**config.mk**
```make
export PLATFORM = sky130hd
export DESIGN_NAME = rtca_calendar_alarm
export DESIGN_NICKNAME = d
export VERILOG_FILES = /design/src/core/rtca_calendar_alarm.v
export VERILOG_INCLUDE_DIRS = /design/src /design/src/pkg
export SDC_FILE = /design/constraint.sdc
export NUM_CORES = 1
export LEC_CHECK = 0
export ABC_AREA = 1
export BUFFER_PORTS_ARGS = -buffer_cell sky130_fd_sc_hd__buf_2
export CORE_MARGIN = 2
export CORE_UTILIZATION = 35
export DETAILED_ROUTE_END_ITERATION = 12
export PLACE_DENSITY_LB_ADDON = 0.08
export SYNTH_ARGS = -nofsm -noshare
export SYNTH_HDL_FRONTEND = slang
export SYNTH_SLANG_ARGS = --single-unit
```
**constraint.sdc**
```tcl
create_clock -name sys_clk_i -period 2.1 [get_ports sys_clk_i]
set_clock_uncertainty 0.15 [all_clocks]
set_input_delay 0.105 -clock sys_clk_i [delete_from_list [all_inputs] [get_ports sys_clk_i]]
set_output_delay 0.105 -clock sys_clk_i [all_outputs]
set_load 0.02 [all_outputs]
```
**src/pkg/rtca_map.vh**
```
/*
 holds register offsets, field positions and reset values of the calendar and alarm block.
 assumes it is included by its bare name from the design file.
*/
`ifndef RTCA_MAP_VH
`define RTCA_MAP_VH
`define RTCA_OFS_SECOND 6'h08
`define RTCA_OFS_MINUTE 6'h09
`define RTCA_OFS_HOUR 6'h0a
`define RTCA_OFS_DAY 6'h0b
`define RTCA_OFS_WEEKDAY 6'h0c
`define RTCA_OFS_MONTH 6'h0d
`define RTCA_OFS_YEAR 6'h0e
`define RTCA_OFS_AL_SECOND 6'h10
`define RTCA_OFS_AL_MINUTE 6'h11
`define RTCA_OFS_AL_HOUR 6'h12
`define RTCA_OFS_AL_DAY 6'h13
`define RTCA_OFS_AL_WEEKDAY 6'h14
`define RTCA_OFS_AL_MONTH 6'h15
`define RTCA_OFS_AL_YEAR 6'h16
`define RTCA_BIT_ENABLE 7
`define RTCA_BIT_12H 6
`define RTCA_BIT_PM 5
`define RTCA_RST_MONTH 8'h01
`define RTCA_RST_DAY 8'h01
`define RTCA_RST_WEEKDAY 8'h01
`define RTCA_RST_ZERO 8'h00
`endif

```
**src/core/rtca_calendar_alarm.v**
```verilog
/*
 holds the calendar (seconds to years) registers, the date counting with leap years, and the
 alarm compare that sets the alarm flag while irq enable is high and drives the active-low interrupt pin.
 assumes a one-cycle second tick from the time base, and a serial port front end that
 presents byte writes and reads on wr_en_i / addr_i; flag clear and irq enable come as levels.
*/
// What this block does
// - year is BCD 00..79 in bits 6..0
// - february has 29 days when year divisible by 4
// - enabled valid alarm fields compared against current time
// - all enabled fields first match sets alarm flag when irq enable is one
// - alarm event drives active-low interrupt pin
// - fields with enable zero ignored in match
// - day alarm bit 7 zero disables day compare
// - day alarm bit 7 one enables day compare
// - day alarm bits 5..0 BCD 1..31, bit 6 unused
// - 24h hour alarm bits 5..0, bit 7 enable
// - hours bit 6 selects 12h mode when one
// - weekday alarm bit 7 enables weekday compare
// - month alarm bit 7 enables month compare
`timescale 1ns/1ps
`default_nettype none
`include "rtca_map.vh"
module rtca_calendar_alarm
(
   input wire sys_clk_i,
   input wire rst_b_i,
   input wire second_tick_i,
   input wire wr_en_i,
   input wire [5:0] addr_i,
   input wire [7:0] wr_data_i,
   output reg [7:0] rd_data_o,
   input wire alarm_irq_enable_i,
   input wire alarm_flag_clear_i,
   output reg alarm_flag_o,
   output wire int_b_o
);
   // ****************************************************************
   // helpers
   // ****************************************************************
   function [7:0] bcd_inc;
      input [7:0] v;
      begin
         if (v[3:0] == 4'h9)
         begin
            bcd_inc = {v[7:4] + 4'h1, 4'h0};
         end
         else
         begin
            bcd_inc = {v[7:4], v[3:0] + 4'h1};
         end
      end
   endfunction

   function field_hit;
      input en;
      input [7:0] a;
      input [7:0] c;
      input [7:0] m;
      begin
         field_hit = !en || ((a & m) == (c & m));
      end
   endfunction

   // ****************************************************************
   // registers
   // ****************************************************************
   reg [7:0] cur_second;
   reg [7:0] cur_minute;
   reg [7:0] cur_hour;
   reg [7:0] cur_day;
   reg [7:0] cur_weekday;
   reg [7:0] current_month;
   reg [7:0] current_year;
   reg [7:0] alarm_second;
   reg [7:0] alarm_minute;
   reg [7:0] alarm_hour;
   reg [7:0] alarm_day;
   reg [7:0] alarm_weekday;
   reg [7:0] alarm_month;
   reg [7:0] alarm_year;
   reg match_d;

   wire mode_12h = cur_hour[`RTCA_BIT_12H];
   // leap: bcd year divisible by 4 (tens even -> units 0,4,8; odd -> 2,6)
   wire leap = current_year[4] ? (current_year[3:0] == 4'h2 || current_year[3:0] == 4'h6)
                               : (current_year[1:0] == 2'b00);
   reg [7:0] last_day;
   always @*
   begin
      case (current_month[4:0])
         5'h02: last_day = leap ? 8'h29 : 8'h28;
         5'h04, 5'h06, 5'h09, 5'h11: last_day = 8'h30;
         default: last_day = 8'h31;
      endcase
   end

   // ****************************************************************
   // time counting and register writes
   // ****************************************************************
   wire sec_wrap = second_tick_i && cur_second[6:0] == 7'h59;
   wire min_wrap = sec_wrap && cur_minute[6:0] == 7'h59;
   wire hr_wrap = min_wrap && (mode_12h ? (cur_hour[5:0] == 6'h31)
                                        : (cur_hour[5:0] == 6'h23));
   wire day_wrap = hr_wrap && cur_day[5:0] == last_day[5:0];
   wire mon_wrap = day_wrap && current_month[4:0] == 5'h12;
   // hour digits incremented as bcd, 12h digits without the pm bit
   wire [7:0] hour_inc_12 = bcd_inc({3'b000, cur_hour[4:0]});
   wire [7:0] hour_inc_24 = bcd_inc({2'b00, cur_hour[5:0]});
   reg [7:0] next_hour;
   always @*
   begin
      next_hour = cur_hour;
      if (mode_12h)
      begin
         if (cur_hour[4:0] == 5'h12)
         begin
            next_hour[4:0] = 5'h01;
         end
         else
         begin
            next_hour[4:0] = hour_inc_12[4:0];
            if (cur_hour[4:0] == 5'h11)
            begin
               next_hour[`RTCA_BIT_PM] = ~cur_hour[`RTCA_BIT_PM];
            end
         end
      end
      else
      begin
         next_hour[5:0] = (cur_hour[5:0] == 6'h23) ? 6'h00 : hour_inc_24[5:0];
      end
   end

   always @(posedge sys_clk_i or negedge rst_b_i)
   begin
      if (!rst_b_i)
      begin
         cur_second <= `RTCA_RST_ZERO;
         cur_minute <= `RTCA_RST_ZERO;
         cur_hour <= `RTCA_RST_ZERO;
         cur_day <= `RTCA_RST_DAY;
         cur_weekday <= `RTCA_RST_WEEKDAY;
         current_month <= `RTCA_RST_MONTH;
         current_year <= `RTCA_RST_ZERO;
         alarm_second <= `RTCA_RST_ZERO;
         alarm_minute <= `RTCA_RST_ZERO;
         alarm_hour <= `RTCA_RST_ZERO;
         alarm_day <= `RTCA_RST_ZERO;
         alarm_weekday <= `RTCA_RST_ZERO;
         alarm_month <= `RTCA_RST_ZERO;
         alarm_year <= `RTCA_RST_ZERO;
      end
      else if (wr_en_i)
      begin
         // unused bits stored as zero
         case (addr_i)
            `RTCA_OFS_SECOND: cur_second <= wr_data_i & 8'h7f;
            `RTCA_OFS_MINUTE: cur_minute <= wr_data_i & 8'h7f;
            `RTCA_OFS_HOUR: cur_hour <= wr_data_i & 8'h7f;
            `RTCA_OFS_DAY: cur_day <= wr_data_i & 8'h3f;
            `RTCA_OFS_WEEKDAY: cur_weekday <= wr_data_i & 8'h07;
            `RTCA_OFS_MONTH: current_month <= wr_data_i & 8'h1f;
            `RTCA_OFS_YEAR: current_year <= wr_data_i & 8'h7f;
            `RTCA_OFS_AL_SECOND: alarm_second <= wr_data_i;
            `RTCA_OFS_AL_MINUTE: alarm_minute <= wr_data_i;
            `RTCA_OFS_AL_HOUR: alarm_hour <= wr_data_i & 8'hbf;
            `RTCA_OFS_AL_DAY: alarm_day <= wr_data_i & 8'hbf;
            `RTCA_OFS_AL_WEEKDAY: alarm_weekday <= wr_data_i & 8'h87;
            `RTCA_OFS_AL_MONTH: alarm_month <= wr_data_i & 8'h9f;
            `RTCA_OFS_AL_YEAR: alarm_year <= wr_data_i;
            default: ;
         endcase
      end
      else if (second_tick_i)
      begin
         cur_second <= sec_wrap ? 8'h00 : bcd_inc(cur_second);
         if (sec_wrap)
         begin
            cur_minute <= min_wrap ? 8'h00 : bcd_inc(cur_minute);
         end
         if (min_wrap)
         begin
            cur_hour <= next_hour;
         end
         if (hr_wrap)
         begin
            cur_day <= day_wrap ? 8'h01 : bcd_inc(cur_day);
            cur_weekday <= (cur_weekday[2:0] == 3'h7) ? 8'h01 : bcd_inc(cur_weekday);
         end
         if (day_wrap)
         begin
            current_month <= mon_wrap ? 8'h01 : bcd_inc(current_month);
         end
         if (mon_wrap)
         begin
            current_year <= (current_year[6:0] == 7'h79) ? 8'h00 : bcd_inc(current_year);
         end
      end
   end

   // ****************************************************************
   // alarm compare
   // ****************************************************************
   // bit 5 is tens of hours in 24h mode and the pm indicator in 12h mode
   wire [7:0] hour_mask = 8'h3f;
   wire any_en = alarm_second[7] | alarm_minute[7] | alarm_hour[7] | alarm_day[7] |
                 alarm_weekday[7] | alarm_month[7] | alarm_year[7];
   wire all_match = any_en &&
      field_hit(alarm_second[7], alarm_second, cur_second, 8'h7f) &&
      field_hit(alarm_minute[7], alarm_minute, cur_minute, 8'h7f) &&
      field_hit(alarm_hour[7], alarm_hour, cur_hour, hour_mask) &&
      field_hit(alarm_day[`RTCA_BIT_ENABLE], alarm_day, cur_day, 8'h3f) &&
      field_hit(alarm_weekday[7], alarm_weekday, cur_weekday, 8'h07) &&
      field_hit(alarm_month[7], alarm_month, current_month, 8'h1f) &&
      field_hit(alarm_year[7], alarm_year, current_year, 8'h7f);
   wire alarm_event = all_match && !match_d;

   always @(posedge sys_clk_i or negedge rst_b_i)
   begin
      if (!rst_b_i)
      begin
         match_d <= 1'b0;
         alarm_flag_o <= 1'b0;
      end
      else
      begin
         match_d <= all_match;
         if (alarm_event && alarm_irq_enable_i)
         begin
            alarm_flag_o <= 1'b1; // set wins over clear
         end
         else if (alarm_flag_clear_i)
         begin
            alarm_flag_o <= 1'b0;
         end
      end
   end

   assign int_b_o = ~(alarm_flag_o & alarm_irq_enable_i);

   // ****************************************************************
   // read back
   // ****************************************************************
   always @(posedge sys_clk_i or negedge rst_b_i)
   begin
      if (!rst_b_i)
      begin
         rd_data_o <= 8'h00;
      end
      else
      begin
         case (addr_i)
            `RTCA_OFS_SECOND: rd_data_o <= cur_second;
            `RTCA_OFS_MINUTE: rd_data_o <= cur_minute;
            `RTCA_OFS_HOUR: rd_data_o <= cur_hour;
            `RTCA_OFS_DAY: rd_data_o <= cur_day;
            `RTCA_OFS_WEEKDAY: rd_data_o <= cur_weekday;
            `RTCA_OFS_MONTH: rd_data_o <= current_month;
            `RTCA_OFS_YEAR: rd_data_o <= current_year;
            `RTCA_OFS_AL_SECOND: rd_data_o <= alarm_second;
            `RTCA_OFS_AL_MINUTE: rd_data_o <= alarm_minute;
            `RTCA_OFS_AL_HOUR: rd_data_o <= alarm_hour;
            `RTCA_OFS_AL_DAY: rd_data_o <= alarm_day;
            `RTCA_OFS_AL_WEEKDAY: rd_data_o <= alarm_weekday;
            `RTCA_OFS_AL_MONTH: rd_data_o <= alarm_month;
            `RTCA_OFS_AL_YEAR: rd_data_o <= alarm_year;
            default: rd_data_o <= 8'h00;
         endcase
      end
   end
endmodule
`default_nettype wire

```
-- Word level (Yosys, flattened, before mapping)
Index checks and enable logic that the tools add are counted.
- $lt $le $gt $ge: 0
- div/mod/pow operators: 0
- mux-type cells: 53
- multipliers: 0
- reduce and logical (&&, ||, !) cells: 69
- shifts and indexed selects: 0
- bitwise gates (word level): 9
- add/sub/neg operators: 15
- equal/unequal tests: 55
- operators with widths (kind ; count):
    8-bit two-way mux ; 37
    8-bit case mux with 14 select lines ; 1
    4-bit by 1-bit adder with 4-bit output (second input constant) ; 13
    6-bit by 4-bit == test with 1-bit output (second input constant) ; 7
    6-bit by 5-bit == test with 1-bit output (second input constant) ; 7
    6-bit two-way mux ; 5
    4-bit == test (second input constant) ; 7
    7-bit == test ; 3
    7-bit == test (second input constant) ; 3
    3-bit AND reduction ; 7
    5-bit == test (second input constant) ; 4
    4-bit AND reduction ; 5
    6-bit == test ; 3
    2-bit AND reduction ; 9
    3-bit nonzero test ; 6
    1-bit logical AND ; 14
    2-bit by 1-bit != test with 1-bit output (second input constant) ; 7
    2-bit nonzero test ; 7
    6-bit == test (second input constant) ; 2
    5-bit by 3-bit == test with 1-bit output (second input constant) ; 2
    5-bit two-way mux ; 2
    5-bit case mux with 2 select lines ; 1
    1-bit logical NOT ; 8
    1-bit logical OR ; 8
    other kinds (21) ; 33
- RAM bits: 0
- memory bits (read-only): 0
- latch bits: 0
- memories kept: 0
- input port bits: 20
- flip-flop bits (word level): 114
- output and inout bits: 10
- logic and storage cells: 227

-- Depth between registers and ports, before layout
Gate-level depths: netlist (run 1).
- depth in word-level cells: 16
- mapped depth: 16
- depth with buffers taken out: 16

-- Worst setup path before layout (run 1)
Ideal clock, no wire load.
- path kind: reg2reg
- start point: reg cur_minute[1]
- end point: reg current_month[4]
- setup time: 0.117 ns
- cell stages (with the launch flop): 16
- setup slack: 0.129 ns
- arrival time: 1.704 ns
- buffers on the path: 0
- clock period less this slack: 1.971 ns
- path through: dfrtp_1 > inv_1 > ha_1 > nand2_1 > nor2_1 > nand2_1 > nor2_4 > nand2_2 > nor2_2 > nand2_2 > nor2_4 > nand2_2 > nand3_2 > nand2_1 > nand2_1 > nand2_1
- word-level cells in the longest chain between the ends: 9
- ends and longest elaborated chain (what ; RTL line ; text):
    from (decl) ; rtca_calendar_alarm.v:69 ; reg [7:0] cur_minute;
    from (signal assigned) ; rtca_calendar_alarm.v:140 ; cur_minute <= `RTCA_RST_ZERO;
    from (signal assigned) ; rtca_calendar_alarm.v:159 ; `RTCA_OFS_MINUTE: cur_minute <= wr_data_i & 8'h7f;
    from (signal assigned) ; rtca_calendar_alarm.v:180 ; cur_minute <= min_wrap ? 8'h00 : bcd_inc(cur_minute);
    7-bit == test (*) ; rtca_calendar_alarm.v:102 ; wire min_wrap = sec_wrap && cur_minute[6:0] == 7'h59;
    1-bit logical AND (*) ; rtca_calendar_alarm.v:102 ;
    1-bit logical AND (*) ; rtca_calendar_alarm.v:103 ; wire hr_wrap = min_wrap && (mode_12h ? (cur_hour[5:0] == 6'h31)
    1-bit logical AND (*) ; rtca_calendar_alarm.v:105 ; wire day_wrap = hr_wrap && cur_day[5:0] == last_day[5:0];
    1-bit logical AND ; rtca_calendar_alarm.v:106 ; wire mon_wrap = day_wrap && current_month[4:0] == 5'h12;
    8-bit two-way mux ; rtca_calendar_alarm.v:193 ; current_month <= mon_wrap ? 8'h01 : bcd_inc(current_month);
    8-bit two-way mux ; rtca_calendar_alarm.v:191 ; if (day_wrap)
    8-bit two-way mux ; rtca_calendar_alarm.v:175 ; else if (second_tick_i)
    8-bit two-way mux ; rtca_calendar_alarm.v:154 ; else if (wr_en_i)
    to (signal assigned) ; rtca_calendar_alarm.v:144 ; current_month <= `RTCA_RST_MONTH;
    to (signal assigned) ; rtca_calendar_alarm.v:163 ; `RTCA_OFS_MONTH: current_month <= wr_data_i & 8'h1f;
    to (signal assigned) ; rtca_calendar_alarm.v:193 ;
    to (decl) ; rtca_calendar_alarm.v:73 ; reg [7:0] current_month;
Every way passes the cells marked *; elsewhere a longest branch is shown, timed or not. The select of a mux whose other input is x is not followed.
A chain may end at the register's enable or synchronous reset.

-- Final worst setup path (run 1)
- start point: reg cur_second[1]
- end point: reg current_month[3]
- word-level cells in the longest chain between the ends: 10
- ends and longest elaborated chain (what ; RTL line ; text):
    from (decl) ; rtca_calendar_alarm.v:68 ; reg [7:0] cur_second;
    from (signal assigned) ; rtca_calendar_alarm.v:139 ; cur_second <= `RTCA_RST_ZERO;
    from (signal assigned) ; rtca_calendar_alarm.v:158 ; `RTCA_OFS_SECOND: cur_second <= wr_data_i & 8'h7f;
    from (signal assigned) ; rtca_calendar_alarm.v:177 ; cur_second <= sec_wrap ? 8'h00 : bcd_inc(cur_second);
    7-bit == test (*) ; rtca_calendar_alarm.v:101 ; wire sec_wrap = second_tick_i && cur_second[6:0] == 7'h59;
    1-bit logical AND (*) ; rtca_calendar_alarm.v:101 ;
    1-bit logical AND (*) ; rtca_calendar_alarm.v:102 ;
    1-bit logical AND (*) ; rtca_calendar_alarm.v:103 ;
    1-bit logical AND (*) ; rtca_calendar_alarm.v:105 ;
    1-bit logical AND ; rtca_calendar_alarm.v:106 ;
    8-bit two-way mux ; rtca_calendar_alarm.v:193 ;
    8-bit two-way mux ; rtca_calendar_alarm.v:191 ;
    8-bit two-way mux ; rtca_calendar_alarm.v:175 ;
    8-bit two-way mux ; rtca_calendar_alarm.v:154 ;
Marked as above.

==> results of run 1 <==
[metal layers]
layer	track usage [%]	wire length, µm	up-vias
met5	0	0	-
met4	6.949	438	0
met3	5.923	1421	28
met2	37.49	10770	176
met1	36.30	12200	3084
li1	-	-	3317
[power groups by stage]
stage	logic [mW]	clock network [mW]	registers [mW]
after detailed placement	2.02	0	2.91
after CTS	2.04	2.81	2.88
after floorplan	1.13	0	2.87
after global routing	2.41	2.92	2.94
final	2.16	2.78	2.89
after global placement	2.02	0	2.91
[cell usage in the layout, fill, tap and decap left out, types with 8 or more instances in the layout]
master	instances
o21ai_0	99
buf_2	28
xor2_1	23
xnor2_1	16
inv_6	8
nand2_1	206
inv_2	10
buf_4	72
nand4_1	11
nor2_2	9
o21ai_1	8
dfrtp_1	109
ha_1	19
a21oi_1	26
nand2_4	8
dlygate4sd3_1	8
nor2_1	82
inv_1	110
nand2_2	18
a221oi_1	13
nor2_4	8
o22ai_1	21
clkbuf_16	17
nand3_1	45
nor3_1	17
[cell type report]
class,count,area share (%)
Clock buffer,18,4.901
Clock inverter,14,1.358
Inverter,121,5.187
Multi-Input combinational cell,679,42.46
Sequential cell,113,32.35
Tap cell,265,3.787
Timing Repair Buffer,114,9.960
[state kept, by name, indices dropped and copies added, names as in the netlist, 8 cells and up]
signal         cells
cur_second         8
current_month      8
alarm_minute       8
rd_data_o          8
current_year       8
alarm_year         8
cur_day            8
cur_minute         8
cur_weekday        8
alarm_second       8
[cell usage after synthesis, types with 6 or more instances]
cell and n:
nand2_1 219, inv_1 113, dfrtp_1 110, o21ai_0 102, nor2_1 88, nand3_1 48, a21oi_1 27, xor2_1 23
o22ai_1 21, ha_1 20, nor3_1 17, xnor2_1 16, a221oi_1 13, nand2_2 13, clkbuf_1 12, nand4_1 11
o21ai_1 8, inv_2 7, nor4_1 7, nor2_4 6
[worst paths after layout]
kind	endpoint	slack (ns)	depth (start not counted)
setup reg to reg	current_month[3]	0.004	15
hold reg to reg	alarm_flag_o	0.37	3
min in group asynchronous	cur_minute[6]	0.05	2
max in group asynchronous	cur_second[4]	1.09	3
setup / recovery	current_month[3]	0.004	15
hold / removal	cur_day[0]	0.01	5
[worst reg2reg max path, delay by kind of cell (launching register included)]
kind / cells / cell delay (ns)
buffers and inverters: 2 / 0.21
and+or+nand+nor: 11 / 1.09
AOI/OAI and AO/OA: 1 / 0.07
DFF: 1 / 0.38
adders and majority gates: 1 / 0.13
[what timing repair did]
| action | 4_1_cts | 5_1_grt |
|---|---|---|
| hold endpoints to repair | 138 | 0 |
| pin swaps | 4 | 11 |
| setup buffers | 0 | 7 |
| gates resized for setup | 3 | 45 |
| endpoints found under the setup margin | 12 | 38 |
| hold buffers | 8 | 0 |
[metrics by stage]
step	hold slack [ns]	power [mW]	setup TNS (ns)	util (%)	instances
after global routing	0.03900	8.258	-2.112	44.99	1324
after detailed placement	-0.02595	4.925	-0.1412	40.62	1277
final	0.01373	7.831	0	44.99	1324
after CTS	0.008989	7.728	0	43.88	1317
after floorplan	-0.3406	4.003	0	-	932
after global placement	-0.02622	4.931	0	40.62	1277
[cells by family after synthesis]
kind of cell	after synthesis
buffers and inverters	140
and+or+nand+nor	424
AOI/OAI and AO/OA	195
xor gates and xnor gates	39
adders and majority gates	20
muxes	1
DFF	113
==> qor.yml, run 1 <==
drv_slew: 0
worstPathMaxFanout: 8
synth_top_family_by_area: "simple AND/OR/NAND/NOR gates"
pin_count: 30
yosys-top-cells-area: "dfrtp_1 (40%), nand2_1 (12%), o21ai_0 (7.4%)"
crit_buf_inv: 2
dpl.hpwl_um: 19030
hp-start: "wr_data_i[0]"
num_antenna_cells: 0
min_path_type: "in2reg"
drt.antenna.violating_nets: 0
grt_max_degree: 35
setup_viol_count_final: 0
synthAdderAreaFrac_pct: 3.608
syn_nets: 972
r2r-start: "cur_second[1]"
routed_via_density: 4.989
yosys.area_share.simple_pct: 26.63
postPlaceCellArea_mm2: 0.007905
pwr-share-seq_pct: 36.9
ys_ff_latch: 113
pwr-share-comb_pct: 27.6
hold_violations: 0
place_congestion: 0.9643
fin_area_mm2: 0.008756
io_buffers: 29
num_rows: 51
drcViolationCount: 0
worstSkewPairLatency_ns: 0.43
die_h_um: 144.8
power_leakage_nw: 4.263
cts_tree: "built"
synthCells: 932
rsz0062_at_grt: "true"
crit_family: "simple AND/OR/NAND/NOR gates"
netlist_area_mm2: 0.006935
multiInputGateArea_mm2: 0.003717
grtUsageTotal_pct: 25.11
p_sw_share_pct: 36.60
synth_xor_area_share_pct: 4.925
crit_chain: "inv_2, ha_4, nand2_4, nor2_4, nand2_2, nor2_4, nand2_4, nor2_4, nand2_2, nor2_4, nand2_2, nand2_4, buf_12, nand2_2, o21ai_1"
crit_start: "cur_second[1]"
synth_compound_area_share_pct: 16.07
post-route-min-period_ns: 2.096
ir_worst_vdd_mv: 0.5413
ys_seq_area_share_pct: 40.83
synth.avg_cell_area_um2: 7.441
yosys_warnings: 0
start_kind: "register"
drt_first_pass_iters: 7
clkPwrFrac_pct: 35.5
drive_gt1_share_pct: 20.02
maxCapViolCount: 0
max_freq_mhz: 477.1
h-tree-depth: 4
worstSetupPathType: "reg2reg"
critical_path_arrival_ns: 2.30
grt_pass1_wl_um: 38180
synthMuxAreaShare_pct: 0.1624
vias: 6605
seq_area_mm2: 0.002833
p_per_area_mw_per_mm2: 894.4
async_flop_share_pct: 100.0
synth_top_area_cell: "dfrtp_1"
slew_headroom_pct: 62.20
cts_buffers: 17
avgRoutedWirePerCell_um: 18.75
internal_power_mw: 4.965
synth_top_area_share_pct: 39.69
clk_pin_slew_ns: 0.06
antenna_found_initial: 0
drt-initial-drc-count: 450
cp-end-kind: "register"
cpMaxStageDelayCell: "dfrtp_1"
start_util_pct: 35.63
finalCritPeriodShare_pct: 99.81
area_delta_synth_final_pct: 26.25
synth_edf_count: 0
ys.flop_type: "dfrtp_1"
clock-sinks: 113
cp_slowest_stage_delay_ns: 0.38
n_fill_cell: 1966
grt_pass1_vias: 6297
nets: 1086
core_region_area_mm2: 0.01946
status: "finished, final reports clean"
wirelength_um: 24830
cts_buffer_depth: 2
pre_cts_ws_ns: -0.02842
yosysUniqueCellTypes: 45
grt_overflow: 0
tightestPinTransition_ns: 0.5649
worst-endpoint-required_ns: 2.30
layout_setup_ws_ns: 0.003896
fp.dieW_um: 144.8
switchingPower_mw: 2.866
root_buffer: "clkbuf_16"
die_area_mm2: 0.02096
Power figures use the tool's default switching activity.
==> inputs of run 2 (changes only) <==
--- a/config.mk
+++ b/config.mk
@@ -8,5 +8,5 @@
 export LEC_CHECK = 0
 export ABC_AREA = 1
-export BUFFER_PORTS_ARGS = -buffer_cell sky130_fd_sc_hd__buf_2
+export BUFFER_PORTS_ARGS = -buffer_cell sky130_fd_sc_hd__buf_4
 export CORE_MARGIN = 2
 export CORE_UTILIZATION = 35
==> constraint.sdc (replaced) <==
create_clock -name sys_clk_i -period 2.1 [get_ports sys_clk_i]
set_clock_uncertainty 0.15 [all_clocks]
set_input_delay 0.21 -clock sys_clk_i [delete_from_list [all_inputs] [get_ports sys_clk_i]]
set_output_delay 0.21 -clock sys_clk_i [all_outputs]
set_load 0.02 [all_outputs]
==> run 2 against run 1 <==
The run now ends with negative setup slack left. Core utilization is 0.51 points higher. Sequential share of layout area down 0.38 points. Sequential power about the same. Setup slack worse by 0.040 ns. Largest power group unchanged.
==> qor.yml, run 2 (synthesized netlist as in run 1, its figures left out) <==
fin_cells: 1328
post-route-min-period_ns: 2.136
crit_start: "cur_second[1]"
pwr-share-comb_pct: 26.8
die_area_mm2: 0.02096
pin_count: 30
worstSetupPathType: "reg2reg"
dpl.cell_count: 1288
drcViolationCount: 0
clk_pin_slew_ns: 0.06
critical_path_arrival_ns: 2.34
failed_checks: "negative setup slack"
cts_buffers: 17
crit_chain: "inv_2, ha_4, nand2_2, nor2_4, nand2_2, nor2_4, nand2_4, nor2_4, nand2_2, nor2_4, nand2_2, nand2_4, buf_6, nand2_2, o21ai_1"
crit_family: "simple AND/OR/NAND/NOR gates"
cts_buffer_depth: 2
clock-sinks: 113
drive_gt1_share_pct: 20.70
start_kind: "register"
place_congestion: 0.8871
whs_ns: 0.007120
drt-initial-drc-count: 508
clkPwrFrac_pct: 36.5
h-tree-depth: 4
start_util_pct: 35.63
grt_max_degree: 46
drt_first_pass_iters: 5
utilization_pct: 45.50
dpl.hpwl_um: 18990
antenna_found_initial: 0
drt.antenna.violating_nets: 0
worst-endpoint-required_ns: 2.31
tightestPinTransition_ns: 0.6134
grt_pass1_vias: 6395
mostFrequentLayoutCells: "nand2_1 (207), inv_1 (110), dfrtp_1 (110), buf_4 (110), o21ai_0 (98)"
status: "finished, violations left"
p_per_area_mw_per_mm2: 893.6
die_h_um: 144.8
cts_tree: "built"
cp_slowest_stage_delay_ns: 0.39
min_path_type: "in2reg"
grt_pass1_wl_um: 38210
max_freq_mhz: 468.2
worstPathMaxFanout: 6
crit_buf_inv: 2
r2r_cells: 15
worstSkewPairLatency_ns: 0.43
nets: 1090
grt_overflow: 0
rsz0062_at_grt: "true"
hold_violations: 0
layout_setup_ws_ns: -0.03585
pre_cts_ws_ns: -0.06018
core_region_area_mm2: 0.01946
switchingPower_mw: 2.842
num_rows: 51
pwr-share-seq_pct: 36.6
ir_worst_vdd_mv: 0.5858
internal_power_mw: 5.071
cpMaxStageDelayCell: "dfrtp_1"
finalCritPeriodShare_pct: 101.7
num_antenna_cells: 0
io_buffers: 29
hold_depth: 5
path_depth: 15
vias: 6778
final_common_cell: "nand2_1"
p_sw_share_pct: 35.92
power_mw: 7.914
drv_slew: 0
grtUsageTotal_pct: 25.00
avgRoutedWirePerCell_um: 18.56
slew_headroom_pct: 58.73
root_buffer: "clkbuf_16"
r2r-start: "cur_second[1]"
fp.dieW_um: 144.8
crit_top_cell: "nand2_2"
area_delta_synth_final_pct: 27.69
maxCapViolCount: 0
routed_via_density: 5.104
setup_viol_count_final: 9
cp-end-kind: "register"
wirelength_um: 24650
power_leakage_nw: 4.305
hp-start: "wr_data_i[6]"
==> run 2: area by class of cell <==
type | instances | area (µm²)
Fill cell | 1978 | 10610
Multi-Input combinational cell | 679 | 3734
Sequential cell | 113 | 2831
Timing Repair Buffer | 118 | 929.6
Inverter | 121 | 454.2
Clock buffer | 18 | 429.2
Tap cell | 265 | 331.6
Clock inverter | 14 | 146.4
==> run 2: metrics by stage <==
step | cell area (µm²) | setup TNS [ns]
6_report | 8856 | -0.1446
5_1_grt | 8856 | -2.036
4_1_cts | 8656 | 0
3_5_place_dp | 8033 | -0.4924
3_3_place_gp | 8033 | -0.02353
2_1_floorplan | 6935 | 0
==> run 2: routing by layer <==
layer	wire (µm)	up-vias	global-route usage, %	part of all wire, %
met3	1321	26	4.245	5.4
met4	448	0	7.205	1.8
met5	0	-	0	0
li1	-	3320	-	-
met1	12050	3244	36.58	49
met2	10830	188	37.93	44
==> run 2: power by group through the flow <==
stage	clock network, mW	logic [mW]	registers (mW)
3_5_place_dp	0	2.02	2.91
5_1_grt	3.04	2.38	2.94
3_3_place_gp	0	2.01	2.92
2_1_floorplan	0	1.13	2.87
4_1_cts	2.93	2.04	2.88
6_report	2.89	2.12	2.90
==> run 2: worst paths after layout <==
| check | to | slack (ns) |
|---|---|---|
| setup / recovery | current_month[0] | -0.04 |
| hold / removal | cur_second[6] | 0.007 |
| setup reg to reg | current_month[0] | -0.04 |
| hold reg to reg | alarm_flag_o | 0.36 |
| max in group asynchronous | cur_weekday[0] | 1.02 |
| min in group asynchronous | cur_minute[5] | 0.11 |
==> run 2: worst reg2reg max path: cells and delay by family (launching register included) <==
kind	cells	cell delay, ns
buffers and inverters	2	0.21
adder cells (fa/ha/maj)	1	0.12
AO/OA/AOI/OAI	1	0.08
flip-flops	1	0.39
AND/OR/NAND/NOR	11	1.13
==> run 2: what timing repair did <==
action	in CTS	in global routing
setup buffers	0	5
endpoints found under the hold margin	74	0
gates resized for setup	5	48
hold buffers	3	0
pin swaps	1	18
setup endpoints to repair	18	37
==> inputs of run 3 (changes only) <==
Settings changed: CORE_ASPECT_RATIO set to 1.4.
==> run 3 against run 2 <==
The run now ends clean. Fmax grew 4.0%. Non-clock buffer count shrank 3. Sequential power is essentially flat. Critical path type unchanged.
==> qor.yml, run 3 (synthesized netlist as in run 1, its figures left out) <==
status: "finished, final reports clean"
use_met2_pct: 46.63
grtUsageMet3_pct: 3.667
slew_headroom_pct: 62.11
vias: 6830
hp-start: "wr_data_i[7]"
layout_setup_ws_ns: 0.04535
grt_use_met1_pct: 30.60
start_kind: "register"
core_region_area_mm2: 0.01929
wirelength_um: 25800
cts_buffers: 17
drive_gt1_share_pct: 20.94
r2r-start: "cur_second[1]"
worstSetupPathType: "reg2reg"
tightestPinTransition_ns: 0.5663
cts_buffer_depth: 2
post-route-min-period_ns: 2.055
n_fill_cell: 1945
cts_tree: "built"
pin_count: 30
io_buffers: 29
multiInputGateArea_mm2: 0.003784
avgRoutedWirePerCell_um: 19.73
seq_area_mm2: 0.002833
drv_slew: 0
die_area_mm2: 0.02097
setup_tns_ns: 0
dpl.hpwl_um: 19670
critical_path_arrival_ns: 2.22
ir_worst_vdd_mv: 0.5803
top_usage_layer: "met2"
nets: 1087
mostFrequentLayoutCells: "nand2_1 (204), inv_1 (110), dfrtp_1 (109)"
die_h_um: 170.6
r2r_cells: 15
finalCritPeriodShare_pct: 97.84
power_mw: 7.994
worstSkewPairLatency_ns: 0.43
grt_pass1_wl_um: 39720
clk_pin_slew_ns: 0.07
setup_viol_count_final: 0
routed_via_density: 5.222
fp.dieW_um: 123.0
clock-sinks: 113
grtUsageTotal_pct: 25.78
grt_overflow: 0
drt.antenna.violating_nets: 0
r2r-end: "current_year[6]"
pre_cts_ws_ns: 0.003577
whs_ns: 0.0004807
hold_violations: 0
utilization_pct: 46.07
max_freq_mhz: 486.7
num_rows: 60
root_buffer: "clkbuf_16"
start_util_pct: 35.95
p_per_area_mw_per_mm2: 899.4
antenna_found_initial: 0
drcViolationCount: 0
hold_end: "alarm_day[7]"
area_delta_synth_final_pct: 28.16
cp-end-kind: "register"
rsz0062_at_grt: "true"
min_path_type: "in2reg"
drt-initial-drc-count: 491
hold_depth: 3
grt_max_degree: 67
place_congestion: 0.9166
drt_first_pass_iters: 7
h-tree-depth: 4
final_common_cell: "nand2_1"
num_antenna_cells: 0
maxCapViolCount: 0
worstPathMaxFanout: 8
r2r_setup_slack_ns: 0.05
power_leakage_nw: 4.295
worst-endpoint-required_ns: 2.27
grt_pass1_vias: 6747
[run 3: cell types whose count changed in the layout (fill, tap and decap cells not counted), moves of 3 or more]
cell,before,now
o21ai_0,98,102
nor2_2,10,6
o21ai_1,9,4
nand2_1,207,204
nor2_1,80,83
inv_6,7,4
buf_4,110,106
nand2_2,16,19
[run 3: where the power goes]
group	switching (mW)	internal, mW
Combinational	1.26	0.922
Clock	1.24	1.66
Sequential	0.391	2.52
Total	2.89	5.11
[run 3: repair_timing]
item | in CTS | in global routing
gates resized for setup | 2 | 56
hold buffers | 3 | 0
pin swaps | 3 | 10
setup endpoints to repair | 16 | 32
buffers inserted | 1 | 6
endpoints found under the hold margin | 114 | 0
gates cloned | 0 | 0
[run 3: worst max-delay path by stage]
stage | endpoint | cells past startpoint | start
after floorplan | current_month[4] | 15 | cur_minute[1]
final | current_year[6] | 15 | cur_second[1]
after global routing | current_month[3] | 15 | cur_second[1]
after CTS | current_month[0] | 15 | cur_second[5]
after global placement | cur_day[1] | 13 | cur_second[5]
after detailed placement | current_year[5] | 15 | cur_second[1]
[run 3: worst max-delay path: stages (launching register included)]
cell     delay (ns)
dfrtp_1        0.39
inv_2          0.08
ha_4           0.12
nand2_2        0.06
nor2_4         0.13
nand2_4        0.08
nor2_4         0.10
nand2_2        0.09
nor2_2         0.10
nand2_2        0.08
nor2_4         0.16
nand2_4        0.10
nand2_4        0.10
nand2_8        0.08
nand2_2        0.06
o21ai_1        0.06
[run 3: metrics by stage]
step	cells	area (µm²)
after detailed placement	1266	7999
final	1308	8889
after global routing	1308	8889
after global placement	1266	7999
after CTS	1302	8620
after floorplan	932	6935
[run 3: final cells by class]
class / count / area share [%]
Timing Repair Buffer: 115 / 10.49
Clock buffer: 17 / 4.786
Sequential cell: 113 / 31.87
Clock inverter: 15 / 1.689
Inverter: 121 / 5.110
Multi-Input combinational cell: 679 / 42.57
Tap cell: 248 / 3.491
[run 3: layer usage]
layer	vias to the layer above	wire length [µm]	part of all wire (%)
met5	-	0	0
li1	3309	-	-
met3	54	1080	4.2
met2	197	13440	52
met4	0	788	3.1
met1	3270	10500	41
